File: src/design/video_ser_pkg.sv
// constants, types and word layout for the dc balanced video serializer
package video_ser_pkg;

    // parallel widths
    localparam int VID_W        = 18;
    localparam int CTL_W        = 9;
    localparam int WORD_W       = 20;
    localparam int CNT_W        = 5;

    // video word layout
    localparam int FLAG0_POS    = 0;
    localparam int FLAG1_POS    = 1;
    localparam int VID_SYM_BASE = 2;

    // control word layout
    localparam int CTL_TRIPLE_N    = 5;
    localparam int CTL_REPL        = 3;
    localparam int CTL_TRIPLE_BASE = 1;
    localparam int CTL_SINGLE_BASE = 16;

    // transition words: bits 1:0 are 00, which no video or control word carries
    localparam logic [19:0] TRANS_WORD = 20'h55554;
    localparam int          TRANS_LEN  = 2;

    // pipeline depth needed to see data enable rise two cycles ahead
    localparam int STAGES = 3;

    // lock wait in parallel clock cycles
    localparam int LOCK_PCLK_CYCLES = 16385;
    localparam int LOCK_W           = 15;

    // clock rates
    localparam int MCLK_MHZ     = 250;
    localparam int PCLK_MIN_MHZ = 3;
    localparam int PCLK_MAX_MHZ = 35;
    localparam int PER_W        = 8;
    // shortest legal period rounds down, longest rounds up
    localparam logic [7:0] PCLK_PER_MIN = 8'(MCLK_MHZ / PCLK_MAX_MHZ);
    localparam logic [7:0] PCLK_PER_MAX = 8'((MCLK_MHZ + PCLK_MIN_MHZ - 1) / PCLK_MIN_MHZ);

    // disparity accumulator
    localparam int DISP_W = 8;
    localparam logic signed [7:0] DISP_ZERO = 8'sh00;

    typedef enum logic [1:0] {
        OUT_IDLE,
        OUT_VIDEO,
        OUT_CONTROL,
        OUT_TRANS
    } out_kind_t;

endpackage

File: src/design/dc_balanced_video_serializer.sv
// dc balanced parallel to serial transmitter for display links
`timescale 1ns/1ns
module dc_balanced_video_serializer #(
    parameter int LOCK_CYCLES = video_ser_pkg::LOCK_PCLK_CYCLES
) (
    // clock and reset
    input  wire logic        mclk,
    input  wire logic        arst_n,
    // parallel pins
    input  wire logic        pclk_in,
    input  wire logic [17:0] video_data_in,
    input  wire logic [8:0]  control_data_in,
    input  wire logic        data_enable_in,
    // power and range pins
    input  wire logic        power_down_n,
    input  wire logic        range_select_lo,
    input  wire logic        range_select_hi,
    // serial line
    output logic             serial_out,
    output logic             serial_oe_n,
    // word port to the fast serial stage
    output logic [19:0]      serial_word,
    output logic             word_load,
    // status
    output logic             pll_locked,
    output logic             pclk_out_of_range,
    output logic [1:0]       range_band
);

    localparam int SYNC_W = 1 + video_ser_pkg::VID_W + video_ser_pkg::CTL_W + 4;
    // all pins pass two flops before use
    logic [SYNC_W-1:0] pins_raw;
    logic [SYNC_W-1:0] pins_s;
    assign pins_raw = {pclk_in, video_data_in, control_data_in, data_enable_in,
                       power_down_n, range_select_hi, range_select_lo};

    pin_sync #(
        .W (SYNC_W)
    ) u_sync (
        .mclk     (mclk),
        .arst_n   (arst_n),
        .pin_in   (pins_raw),
        .sync_out (pins_s)
    );

    logic        pclk_s;
    logic [17:0] vid_s;
    logic [8:0]  ctl_s;
    logic        de_s;
    logic        pwr_s;
    logic [1:0]  rng_s;

    assign pclk_s = pins_s[SYNC_W-1];
    assign vid_s  = pins_s[SYNC_W-2 -: video_ser_pkg::VID_W];
    assign ctl_s  = pins_s[4 + video_ser_pkg::CTL_W - 1 -: video_ser_pkg::CTL_W];
    assign de_s   = pins_s[3];
    assign pwr_s  = pins_s[2];
    assign rng_s  = pins_s[1:0];

    // ones count of a serial word
    function automatic logic [4:0] ones(input logic [19:0] w);
        logic [4:0] n;
        n = 5'h00;
        for (int i = 0; i < video_ser_pkg::WORD_W; i++) begin
            n = n + 5'(w[i]);
        end
        return n;
    endfunction

    // word disparity: ones minus zeros
    function automatic logic signed [7:0] disp(input logic [19:0] w);
        return $signed({3'h0, ones(w)}) * 8'sh02 - 8'sh14;
    endfunction

    // control mapping: triples for bits 0-4, singles for bits 5-8
    function automatic logic [19:0] ctl_word(input logic [8:0] c);
        logic [19:0] w;
        w = 20'h00000;
        w[video_ser_pkg::FLAG0_POS] = 1'b1;
        for (int i = 0; i < video_ser_pkg::CTL_TRIPLE_N; i++) begin
            for (int k = 0; k < video_ser_pkg::CTL_REPL; k++) begin
                w[video_ser_pkg::CTL_TRIPLE_BASE + i*video_ser_pkg::CTL_REPL + k] = c[i];
            end
        end
        for (int i = video_ser_pkg::CTL_TRIPLE_N; i < video_ser_pkg::CTL_W; i++) begin
            w[video_ser_pkg::CTL_SINGLE_BASE + i - video_ser_pkg::CTL_TRIPLE_N] = c[i];
        end
        return w;
    endfunction

    // parallel clock edge and period check
    logic             pclk_d_ff;
    logic             nxt_pclk_d;
    logic             pclk_rise;
    logic [7:0]       per_cnt_ff;
    logic [7:0]       nxt_per_cnt;
    logic             oor_ff;
    logic             nxt_oor;
    logic [1:0]       band_ff;
    logic [1:0]       nxt_band;
    assign pclk_rise = pclk_s & ~pclk_d_ff;
    always_comb begin
        nxt_pclk_d  = pclk_s;
        nxt_per_cnt = per_cnt_ff;
        nxt_oor     = oor_ff;
        nxt_band    = rng_s;
        if (pclk_rise) begin
            nxt_per_cnt = 8'h01;
            nxt_oor     = (per_cnt_ff < video_ser_pkg::PCLK_PER_MIN);
        end else if (per_cnt_ff != 8'hff) begin
            nxt_per_cnt = per_cnt_ff + 8'h01;
        end
        // a stalled clock is flagged without waiting for the next edge
        if (per_cnt_ff > video_ser_pkg::PCLK_PER_MAX) begin
            nxt_oor = 1'b1;
        end
    end

    always_ff @(posedge mclk or negedge arst_n) begin
        if (!arst_n) begin
            pclk_d_ff  <= 1'b0;
            per_cnt_ff <= 8'h00;
            oor_ff     <= 1'b0;
            band_ff    <= 2'h0;
        end else begin
            pclk_d_ff  <= nxt_pclk_d;
            per_cnt_ff <= nxt_per_cnt;
            oor_ff     <= nxt_oor;
            band_ff    <= nxt_band;
        end
    end

    // power down and lock wait
    logic [14:0] lock_cnt_ff;
    logic [14:0] nxt_lock_cnt;
    logic        locked_ff;
    logic        nxt_locked;
    always_comb begin
        nxt_lock_cnt = lock_cnt_ff;
        nxt_locked   = locked_ff;
        if (!pwr_s) begin
            nxt_lock_cnt = 15'h0000;
            nxt_locked   = 1'b0;
        end else if (!locked_ff && pclk_rise) begin
            if (lock_cnt_ff == 15'(LOCK_CYCLES - 1)) begin
                nxt_locked = 1'b1;
            end else begin
                nxt_lock_cnt = lock_cnt_ff + 15'h0001;
            end
        end
    end

    always_ff @(posedge mclk or negedge arst_n) begin
        if (!arst_n) begin
            lock_cnt_ff <= 15'h0000;
            locked_ff   <= 1'b0;
        end else begin
            lock_cnt_ff <= nxt_lock_cnt;
            locked_ff   <= nxt_locked;
        end
    end

    // capture pipeline: three stages so a rising enable is seen two cycles early
    logic [2:0]  st_de_ff;
    logic [2:0]  nxt_st_de;
    logic [17:0] st_dat_ff  [video_ser_pkg::STAGES];
    logic [17:0] nxt_st_dat [video_ser_pkg::STAGES];
    logic [1:0]  hist_de_ff;
    logic [1:0]  nxt_hist_de;
    always_comb begin
        nxt_st_de   = st_de_ff;
        nxt_hist_de = hist_de_ff;
        for (int i = 0; i < video_ser_pkg::STAGES; i++) begin
            nxt_st_dat[i] = st_dat_ff[i];
        end
        if (!pwr_s) begin
            nxt_st_de   = 3'h0;
            nxt_hist_de = 2'h0;
        end else if (pclk_rise) begin
            nxt_st_de = {st_de_ff[1:0], de_s};
            if (de_s) begin
                nxt_st_dat[0] = vid_s;
            end else begin
                // control taken here is dropped later if it falls in a blanked window
                nxt_st_dat[0] = {9'h000, ctl_s};
            end
            for (int i = 1; i < video_ser_pkg::STAGES; i++) begin
                nxt_st_dat[i] = st_dat_ff[i-1];
            end
            nxt_hist_de = {hist_de_ff[0], st_de_ff[2]};
        end
    end

    always_ff @(posedge mclk or negedge arst_n) begin
        if (!arst_n) begin
            st_de_ff   <= 3'h0;
            hist_de_ff <= 2'h0;
            for (int i = 0; i < video_ser_pkg::STAGES; i++) begin
                st_dat_ff[i] <= 18'h00000;
            end
        end else begin
            st_de_ff   <= nxt_st_de;
            hist_de_ff <= nxt_hist_de;
            for (int i = 0; i < video_ser_pkg::STAGES; i++) begin
                st_dat_ff[i] <= nxt_st_dat[i];
            end
        end
    end

    // word selection and encoding
    video_ser_pkg::out_kind_t kind;
    logic [19:0]              vid_plain;
    logic [19:0]              vid_word;
    logic [19:0]              ctl_w;
    logic signed [7:0]        vid_disp;
    logic                     vid_inv;
    always_comb begin
        if (st_de_ff[2]) begin
            kind = video_ser_pkg::OUT_VIDEO;
        end else if (st_de_ff[1] | st_de_ff[0]) begin
            kind = video_ser_pkg::OUT_TRANS;
        end else if (hist_de_ff[0] | hist_de_ff[1]) begin
            kind = video_ser_pkg::OUT_TRANS;
        end else begin
            kind = video_ser_pkg::OUT_CONTROL;
        end
    end

    logic signed [7:0] rd_ff;
    logic signed [7:0] nxt_rd;
    always_comb begin
        vid_plain = {st_dat_ff[2], 2'b10};
        vid_disp  = disp(vid_plain);
        // invert when the word would push disparity further the same way
        vid_inv   = ((rd_ff > video_ser_pkg::DISP_ZERO) && (vid_disp > video_ser_pkg::DISP_ZERO))
                 || ((rd_ff < video_ser_pkg::DISP_ZERO) && (vid_disp < video_ser_pkg::DISP_ZERO));
        vid_word  = vid_inv ? {~st_dat_ff[2], 2'b01} : vid_plain;
        ctl_w     = ctl_word(st_dat_ff[2][8:0]);
    end

    logic [19:0] word_ff;
    logic [19:0] nxt_word;
    logic        load_ff;
    logic        nxt_load;
    always_comb begin
        nxt_word = word_ff;
        nxt_rd   = rd_ff;
        nxt_load = 1'b0;
        if (!pwr_s) begin
            nxt_rd = video_ser_pkg::DISP_ZERO;
        end else if (pclk_rise) begin
            nxt_load = 1'b1;
            case (kind)
                video_ser_pkg::OUT_VIDEO:   nxt_word = vid_word;
                video_ser_pkg::OUT_CONTROL: nxt_word = ctl_w;
                video_ser_pkg::OUT_TRANS:   nxt_word = video_ser_pkg::TRANS_WORD;
                default:                    nxt_word = word_ff;
            endcase
            nxt_rd = rd_ff + disp(nxt_word);
        end
    end

    always_ff @(posedge mclk or negedge arst_n) begin
        if (!arst_n) begin
            word_ff <= 20'h00000;
            rd_ff   <= video_ser_pkg::DISP_ZERO;
            load_ff <= 1'b0;
        end else begin
            word_ff <= nxt_word;
            rd_ff   <= nxt_rd;
            load_ff <= nxt_load;
        end
    end

    // bit shifter; the full 20 bits fit only while the pclk period is >= 20 mclk
    logic [19:0] shift_ff;
    logic [19:0] nxt_shift;
    logic        bit_ff;
    logic        nxt_bit;
    logic        oe_n_ff;
    logic        nxt_oe_n;
    always_comb begin
        nxt_oe_n  = ~(pwr_s & locked_ff);
        if (load_ff) begin
            nxt_bit   = word_ff[0];
            nxt_shift = {1'b0, word_ff[19:1]};
        end else begin
            nxt_bit   = shift_ff[0];
            nxt_shift = {1'b0, shift_ff[19:1]};
        end
    end

    always_ff @(posedge mclk or negedge arst_n) begin
        if (!arst_n) begin
            shift_ff <= 20'h00000;
            bit_ff   <= 1'b0;
            oe_n_ff  <= 1'b1;
        end else begin
            shift_ff <= nxt_shift;
            bit_ff   <= nxt_bit;
            oe_n_ff  <= nxt_oe_n;
        end
    end

    assign serial_out        = bit_ff;
    assign serial_oe_n       = oe_n_ff;
    assign serial_word       = word_ff;
    assign word_load         = load_ff;
    assign pll_locked        = locked_ff;
    assign pclk_out_of_range = oor_ff;
    assign range_band        = band_ff;

endmodule

File: src/design/pin_sync.sv
// two flip-flop synchroniser for pin inputs
`timescale 1ns/1ns
module pin_sync #(
    parameter int W = 1
) (
    // clock and reset
    input  wire logic         mclk,
    input  wire logic         arst_n,
    // pins in, synced out
    input  wire logic [W-1:0] pin_in,
    output logic      [W-1:0] sync_out
);

    logic [W-1:0] meta_ff;
    logic [W-1:0] sync_ff;
    logic [W-1:0] nxt_meta;
    logic [W-1:0] nxt_sync;

    always_comb begin
        nxt_meta = pin_in;
        nxt_sync = meta_ff;
    end

    always_ff @(posedge mclk or negedge arst_n) begin
        if (!arst_n) begin
            meta_ff <= '0;
            sync_ff <= '0;
        end else begin
            meta_ff <= nxt_meta;
            sync_ff <= nxt_sync;
        end
    end

    assign sync_out = sync_ff;

endmodule

File: config.mk
export PLATFORM = sky130hd
export DESIGN_NAME = dc_balanced_video_serializer
export DESIGN_NICKNAME = d
export VERILOG_FILES = /design/src/design/video_ser_pkg.sv /design/src/design/dc_balanced_video_serializer.sv /design/src/design/pin_sync.sv
export SDC_FILE = /design/constraint.sdc
export NUM_CORES = 1
export LEC_CHECK = 0
export ABC_AREA = 1
export BUFFER_PORTS_ARGS = -buffer_cell sky130_fd_sc_hd__buf_4
export CAP_MARGIN = 10
export CORE_ASPECT_RATIO = 0.8
export CORE_MARGIN = 2
export CORE_UTILIZATION = 40
export CTS_CLUSTER_DIAMETER = 200
export DETAILED_ROUTE_END_ITERATION = 7
export GPL_ROUTABILITY_DRIVEN = 0
export PLACE_DENSITY = 0.66
export RECOVER_POWER = 25
export SYNTH_ARGS = -nofsm -noshare
export SYNTH_HDL_FRONTEND = slang
export SYNTH_SLANG_ARGS = --single-unit
File: constraint.sdc
create_clock -name mclk -period 8.85 [get_ports mclk]
set_input_delay 2.2125 -clock mclk [delete_from_list [all_inputs] [get_ports mclk]]
set_output_delay 2.2125 -clock mclk [all_outputs]
set_load 0.1 [all_outputs]
==> out/metrics.cfg, run 1 <==
[global_route]
overflow = 0
grt_pass1_vias = 6199
grt_antenna_before_repair = 0
grt_first_pass_wirelength_um = 30400
grt_util_all_layers = 0.160
grt_max_degree = 120

[layout]
insertedDiodeCount = 0
syn2layout_area_growth_pct = 22.4
final_cell_mix = 233 x nand2_1, 199 x dfrtp_1, 108 x inv_1
layoutNonFillerInstCount = 1354
fin_nets = 1123
final_common_cell = nand2_1
drive_above_1_share = 0.223

[timing]
finClkSkew_ps = 13.6
fmax_mhz = 102
finalHoldViolCount = 0
slew_headroom = 0.336
maxSlewViolCount = 0
post-route-period-util = 1.11
setup_viol = 6
grt_setup_unrepaired = yes
layout_min_cycle_time_ps = 9810
worst_pin_slew_ps = 996
fin_ws_ps = -958

[routing]
drc = 0
drtIter0Drc = 573
ant_nets = 0
firstDrtPassIters = 5
post_drt_wl_per_cell_um = 13.2
wirelength_um = 17900
detail_route.vias_per_cell = 4.73
num_vias = 6406

[setup_path]
cp_slowest_cell = fa_1
path_common_cell = fa_1
critPathLaunchType = flip-flop
worstPathRequired_ps = 9160
arrival_ps = 10120
max_stage_delay_ps = 570
cp_max_fo = 8
crit_type = flip-flop to flip-flop
end_kind = flip-flop

[cts]
cts_sinks = 200
cts_buffers = 17
clk_pin_slew_ps = 70
cts_tree = yes
root_buffer = clkbuf_16
h-tree-depth = 4
ctsLongestPathBuffers = 2
clk_latency_ps = 440

[floorplan]
pin_count = 61
fp.dieH_um = 138
num_rows = 49
coreArea_um2 = 22300
start_util = 0.405
dieArea_um2 = 23800
die-width_um = 172

[placement]
dp_hpwl_um = 12000
dp_cells = 1311
port_buffers = 60

[outcome]
violations = setup timing
status = complete, but fails checks

[synth]
synthFlopType = dfrtp_1
netlist_area_um2 = 9030
syn_avg_cell_area_um2 = 9.87
syn_nets = 1003
yosys_warnings = 0
async_flop_share = 1.00
synth.distinct_cells = 36
synth-seq-cells = 200
synth_enable_flop_cells = 0
ys_seq_area_frac = 0.554
syn-instance-count = 915

[min_path]
worstHoldPathType = flip-flop to flip-flop

[flow_run]
maxCapViolations = 0

[path summary, 6_finish.rpt]
path,startpoint,endpoint,slack (ps),cells after the start
worst min-delay path,u_sync.meta_ff[19],u_sync.sync_out[19],350,0
worst max-delay path,st_dat_ff[13],rd_ff[7],-960,41
max in group asynchronous,arst_n,ctl_w[7],5330,2
worst max register to register,st_dat_ff[13],rd_ff[7],-960,41
worst min register to register,u_sync.meta_ff[19],u_sync.sync_out[19],350,0
min in group asynchronous,arst_n,per_cnt_ff[2],1890,1
[state kept, by name (all words and copies together), names as in the netlist, 2 cells and up]
register,cells
ctl_w,9
u_sync.sync_out,32
range_band,2
u_sync.meta_ff,32
rd_ff,7
hist_de_ff,2
lock_cnt_ff,15
st_de_ff,3
st_dat_ff,45
serial_word,20
per_cnt_ff,8
shift_ff,19
[metal layers]
metal	track usage	vias up	wire length (um)
met5	0	-	0
met4	0.0513	0	242
met3	0.0418	22	1060
met2	0.229	166	7850
met1	0.238	3041	8740
li1	-	3177	-
[synthesized netlist by cell type, types with 8 or more instances]
cell	count	area, um2
nand3_2	8	80.1
inv_1	120	450
ha_1	27	338
nor3_1	8	40.0
nand2_1	233	875
xor2_1	9	78.8
mux2_2	19	214
a21oi_1	13	65.1
dfrtp_1	199	4980
buf_2	9	45.0
o21ai_0	60	300
nand3_1	66	330
fa_1	27	541
nand4_1	24	150
clkbuf_1	20	75.1
nor2_1	27	101
[layout make-up]
class,instances,area [um2]
inverters,121,459
well taps,306,383
clock inverters,15,179
multi-input cells,562,3580
flip-flops and latches,200,5010
fillers,2080,11300
clock buffers,17,425
repair buffers,133,1020
[critical path: cells and delay by family (launching register included)]
family / cells / cell delay (ps)
AOI/OAI and AO/OA: 4 / 480
xor gates and xnor gates: 2 / 340
buffers and inverters: 9 / 580
DFF: 1 / 370
and+or+nand+nor: 9 / 820
adders and majority gates: 17 / 7070
[repair_timing]
action	CTS	global route
gates cloned	1	0
pin swaps	4	9
setup endpoints to repair	6	6
buffers inserted	6	4
gates resized for setup	13	11
hold buffers	0	0
[cells by family after synthesis]
group | after synthesis | share of synthesized area
AND/OR/NAND/NOR | 375 | 0.182
flip-flops | 200 | 0.554
buffers and inverters | 154 | 0.0673
AO/OA/AOI/OAI | 99 | 0.0618
adder cells (fa/ha/maj) | 54 | 0.0973
multiplexers | 19 | 0.0237
XOR/XNOR | 14 | 0.0136
[stage by stage]
step | setup TNS [ps] | hold WS, ps | setup slack, ps | area, um2 | util
3_3_place_gp | -2320 | 333 | -723 | 10300 | 0.461
2_1_floorplan | -1240 | 331 | -562 | 9120 | -
4_1_cts | -3640 | 352 | -945 | 11000 | 0.493
6_report | -3800 | 351 | -958 | 11100 | 0.495
3_5_place_dp | -3750 | 335 | -978 | 10300 | 0.461
5_1_grt | -5810 | 357 | -1340 | 11100 | 0.495
Power of run 1 is left out: the tool's default activity adds up to more than one toggle a clock period on the data nets, which glitch-free logic cannot reach.
==> run 2: changes to the inputs <==
PLACE_DENSITY = unset   (was 0.66)
PLACE_DENSITY_LB_ADDON = 0.05   (was unset)
==> run 2 against run 1 <==
The run ends with capacitance limit, slew limit, setup timing left. Design area up 3.7%. Utilization up 1.8 points. Sequential share of layout area down 1.6 points. Maximum frequency down 1.2%. Final cell count up 3.6%. Critical path depth up 19. Flip-flop and latch count unchanged. Clock skew down 0.91 ps.
==> out/metrics.cfg, run 2 (synthesized netlist as in run 1, its figures left out) <==
[outcome]
status = complete, but fails checks
violations = capacitance limit, slew limit, setup timing

[setup_path]
critPathLaunchType = flip-flop
path_common_cell = buf_4
cp_max_fo = 7
r2r_slack_ps = -1070
max_stage_delay_ps = 540
end_kind = flip-flop
crit_type = flip-flop to flip-flop
ff2ff_path_depth = 60
cp_slowest_cell = fa_2
arrival_ps = 10260
r2r_start = ctl_w[4]
r2r-end = serial_word[16]
worstPathRequired_ps = 9180

[routing]
drtIter0Drc = 566
ant_nets = 0
num_vias = 6534
post_drt_wl_per_cell_um = 13.4
firstDrtPassIters = 6
wirelength_um = 18800
drc = 0
detail_route.vias_per_cell = 4.66

[floorplan]
coreArea_um2 = 22300
num_rows = 49
die-width_um = 172
start_util = 0.405
dieArea_um2 = 23800
fp.dieH_um = 138
pin_count = 61

[timing]
slew_headroom = -1.48
finClkSkew_ps = 12.7
setup_viol = 7
fmax_mhz = 101
maxSlewViolCount = 73
layout_min_cycle_time_ps = 9920
tns_ps = -4390
grt_setup_unrepaired = yes
worst_pin_slew_ps = 3720
fin_ws_ps = -1070
post-route-period-util = 1.12
finalHoldViolCount = 0

[layout]
final_area_um2 = 11500
nFillCells = 2100
syn2layout_area_growth_pct = 26.9
fin_nets = 1173
final_cell_mix = 232 x nand2_1, 199 x dfrtp_1, 145 x buf_4
final_common_cell = nand2_1
drive_above_1_share = 0.258
largest_register_ffs = 45
insertedDiodeCount = 0
layoutNonFillerInstCount = 1403
largest_register = st_dat_ff

[cts]
root_buffer = clkbuf_16
h-tree-depth = 4
cts_buffers = 17
clk_latency_ps = 440
ctsLongestPathBuffers = 2
clk_pin_slew_ps = 80
cts_sinks = 200
cts_tree = yes

[placement]
placed_cell_area_um2 = 10300
dp_cells = 1311
port_buffers = 60
dp_hpwl_um = 12100

[global_route]
grt_pass1_vias = 6248
grt_max_degree = 90
grt_util_all_layers = 0.167
grt_first_pass_wirelength_um = 31200
grt_antenna_before_repair = 0
overflow = 0

[min_path]
whs_endpoint = u_sync.sync_out[31]
hold_depth = 0
min_from = u_sync.meta_ff[31]
worstHoldPathType = flip-flop to flip-flop

[flow_run]
maxCapViolations = 1

## run 2: cell types whose count changed in the layout (fill, tap and decap cells not counted), sizes merged
| cell | previous run | this run |
|---|---|---|
| buf | 100 | 149 |
| clkinv | 10 | 9 |
| clkinvlp | 1 | 0 |
| inv | 125 | 126 |
| nand2 | 236 | 237 |
## run 2: worst max-delay path by stage
stage	from	endpoint	depth (start not counted)
detailed placement	st_dat_ff[13]	rd_ff[7]	40
global route	st_dat_ff[17]	rd_ff[7]	42
finish	ctl_w[4]	serial_word[16]	60
CTS	ctl_w[4]	rd_ff[7]	42
global placement	st_dat_ff[13]	rd_ff[7]	42
floorplan	ctl_w[4]	rd_ff[7]	42
## run 2: through the flow
stage | util | hold WS, ps | worst slack, ps
floorplan | - | 331 | -562
global placement | 0.461 | 331 | -796
detailed placement | 0.461 | 335 | -950
CTS | 0.508 | 352 | -842
global route | 0.514 | 356 | -1390
finish | 0.514 | 346 | -1070
## run 2: critical path, delay by kind of cell, from the launching register on
family,cells,cell delay [ps]
fa+ha+maj,8,3540
simple gates,8,750
buf+inv,44,5140
flops,1,410
## run 2: repair_timing
| action | 4_1_cts | 5_1_grt |
|---|---|---|
| endpoints found under the setup margin | 6 | 7 |
| buffers inserted | 49 | 10 |
| hold buffers | 0 | 0 |
| pin swaps | 6 | 3 |
| gates resized for setup | 12 | 14 |
| cloned | 2 | 0 |
## run 2: final cells by class
| class | instances | area [um2] | share of cell area |
|---|---|---|---|
| sequential | 200 | 5010 | 0.437 |
| multi-input combinational | 563 | 3630 | 0.317 |
| timing repair buffer | 182 | 1390 | 0.121 |
| inverter | 121 | 454 | 0.0396 |
| clock buffer | 17 | 425 | 0.0371 |
| tap | 306 | 383 | 0.0334 |
| clock inverter | 14 | 178 | 0.0155 |
## run 2: metal layers
metal  global-route usage  share of wire  vias up
met2                0.229           0.42      148
met3               0.0384          0.041       20
met4               0.0540          0.018        0
met5                    0              0        -
met1                0.260           0.52     3086
li1                     -              -     3280
Power of run 2 is left out for the same reason.
==> run 3: changes to the inputs <==
REMOVE_ABC_BUFFERS = 1   (was unset)
==> run 3 against run 2 <==
The run ends with setup timing left. Sequential share of layout area decreased by 0.20 points. Die area unchanged. Utilization increased by 0.24 points. Via count decreased by 1.4%. Non-clock buffer count decreased by 1. Worst setup slack got worse by 100 ps. Global-route usage decreased by 0.26 points. Maximum frequency decreased by 1.0%. Hold slack improved by 2.2 ps. Clock skew increased by 1.4 ps. Design area increased by 0.46%. Critical path type unchanged. Critical endpoint is now serial_word[10]. Highest routed layer unchanged.
==> out/metrics.cfg, run 3 (synthesized netlist as in run 1, its figures left out) <==
[outcome]
status = complete, but fails checks
violations = setup timing

[floorplan]
start_util = 0.405
pin_count = 61
fp.dieH_um = 138
num_rows = 49
coreArea_um2 = 22300
dieArea_um2 = 23800
die-width_um = 172

[cts]
clk_pin_slew_ps = 80
clk_latency_ps = 440
cts_sinks = 200
ctsLongestPathBuffers = 2
h-tree-depth = 4
cts_buffers = 17
cts_tree = yes
cts_hold_buf = 0
root_buffer = clkbuf_16

[routing]
post_drt_wl_per_cell_um = 13.3
detail_route.vias_per_cell = 4.60
wirelength_um = 18700
firstDrtPassIters = 5
ant_nets = 0
num_vias = 6443
drc = 0
drtIter0Drc = 529

[timing]
setup_viol = 7
maxSlewViolCount = 0
slew_headroom = 0.411
post-route-period-util = 1.13
worst_pin_slew_ps = 884
layout_min_cycle_time_ps = 10020
grt_setup_unrepaired = yes
fmax_mhz = 99.8
finClkSkew_ps = 14.0
finalHoldViolCount = 0
fin_ws_ps = -1170

[min_path]
hold_depth = 0
worstHoldPathType = flip-flop to flip-flop

[setup_path]
cp_max_fo = 4
critPathLaunchType = flip-flop
crit_type = flip-flop to flip-flop
worstPathRequired_ps = 9180
path_common_cell = buf_4
max_stage_delay_ps = 550
cp_slowest_cell = fa_1
end_kind = flip-flop
arrival_ps = 10350
ff2ff_path_depth = 61

[placement]
dp_hpwl_um = 12100
port_buffers = 60

[layout]
drive_above_1_share = 0.265
utilization = 0.516
final_cell_mix = 233 x nand2_1, 199 x dfrtp_1, 142 x buf_4
largest_register_ffs = 45
syn2layout_area_growth_pct = 27.5
fin_nets = 1170
largest_register = st_dat_ff
insertedDiodeCount = 0
nFillCells = 2114
final_common_cell = nand2_1

[flow_run]
maxCapViolations = 0

[global_route]
overflow = 0
grt_util_all_layers = 0.164
grt_pass1_vias = 6152
grt_antenna_before_repair = 0
grt_max_degree = 84
grt_first_pass_wirelength_um = 31100

-- run 3: cell types whose count changed in the layout (fill, tap and decap cells not counted), moves of 3 or more --
cell      previous run  this run
buf_4              145       142
clkinv_4             3         0
nand3_4              4         1
nand3_2             10        14
inv_1              111       108
-- run 3: worst paths after layout --
check,startpoint,end,slack [ps]
worst max-delay path,st_dat_ff[17],serial_word[10],-1170
worst min-delay path,u_sync.meta_ff[31],u_sync.sync_out[31],350
worst max register to register,st_dat_ff[17],serial_word[10],-1170
worst min register to register,u_sync.meta_ff[31],u_sync.sync_out[31],350
max in group asynchronous,arst_n,ctl_w[1],5780
min in group asynchronous,arst_n,per_cnt_ff[2],1790
-- run 3: stage by stage --
step	hold WS (ps)	area (um2)	setup WS [ps]	TNS, ps	instances
after global placement	332	10300	-1130	-4360	1316
final	348	11500	-1170	-4480	1401
after global routing	358	11500	-1400	-6830	1401
after floorplan	331	8880	-954	-3250	882
after CTS	347	11300	-914	-4300	1392
after detailed placement	335	10300	-1250	-5080	1316
-- run 3: critical path: cells and delay by family (launching register included) --
| kind | cells | cell delay (ps) |
|---|---|---|
| and+or+nand+nor | 6 | 510 |
| DFF | 1 | 380 |
| adders and majority gates | 8 | 3480 |
| AOI/OAI and AO/OA | 1 | 160 |
| buffers and inverters | 46 | 5390 |
-- run 3: layout make-up --
type	count	area, um2	area share
multi-input cells	561	3640	0.316
clock buffers	18	429	0.0373
flip-flops and latches	200	5010	0.435
clock inverters	14	185	0.0161
repair buffers	181	1420	0.123
inverters	121	457	0.0397
well taps	306	383	0.0332
-- run 3: repair_timing --
action                     4_1_cts  5_1_grt
gates cloned                     0        1
setup buffers                   44        8
pin swaps                       19       22
setup endpoints to repair        6        7
resized for setup               29       31
-- run 3: per-layer routing --
metal | track usage | wire length [um] | vias to the layer above
met5 | 0 | 0 | -
met4 | 0.0429 | 225 | 0
met3 | 0.0338 | 664 | 16
met2 | 0.231 | 7860 | 114
met1 | 0.257 | 9910 | 3039
li1 | - | - | 3274
Power of run 3 is left out for the same reason.
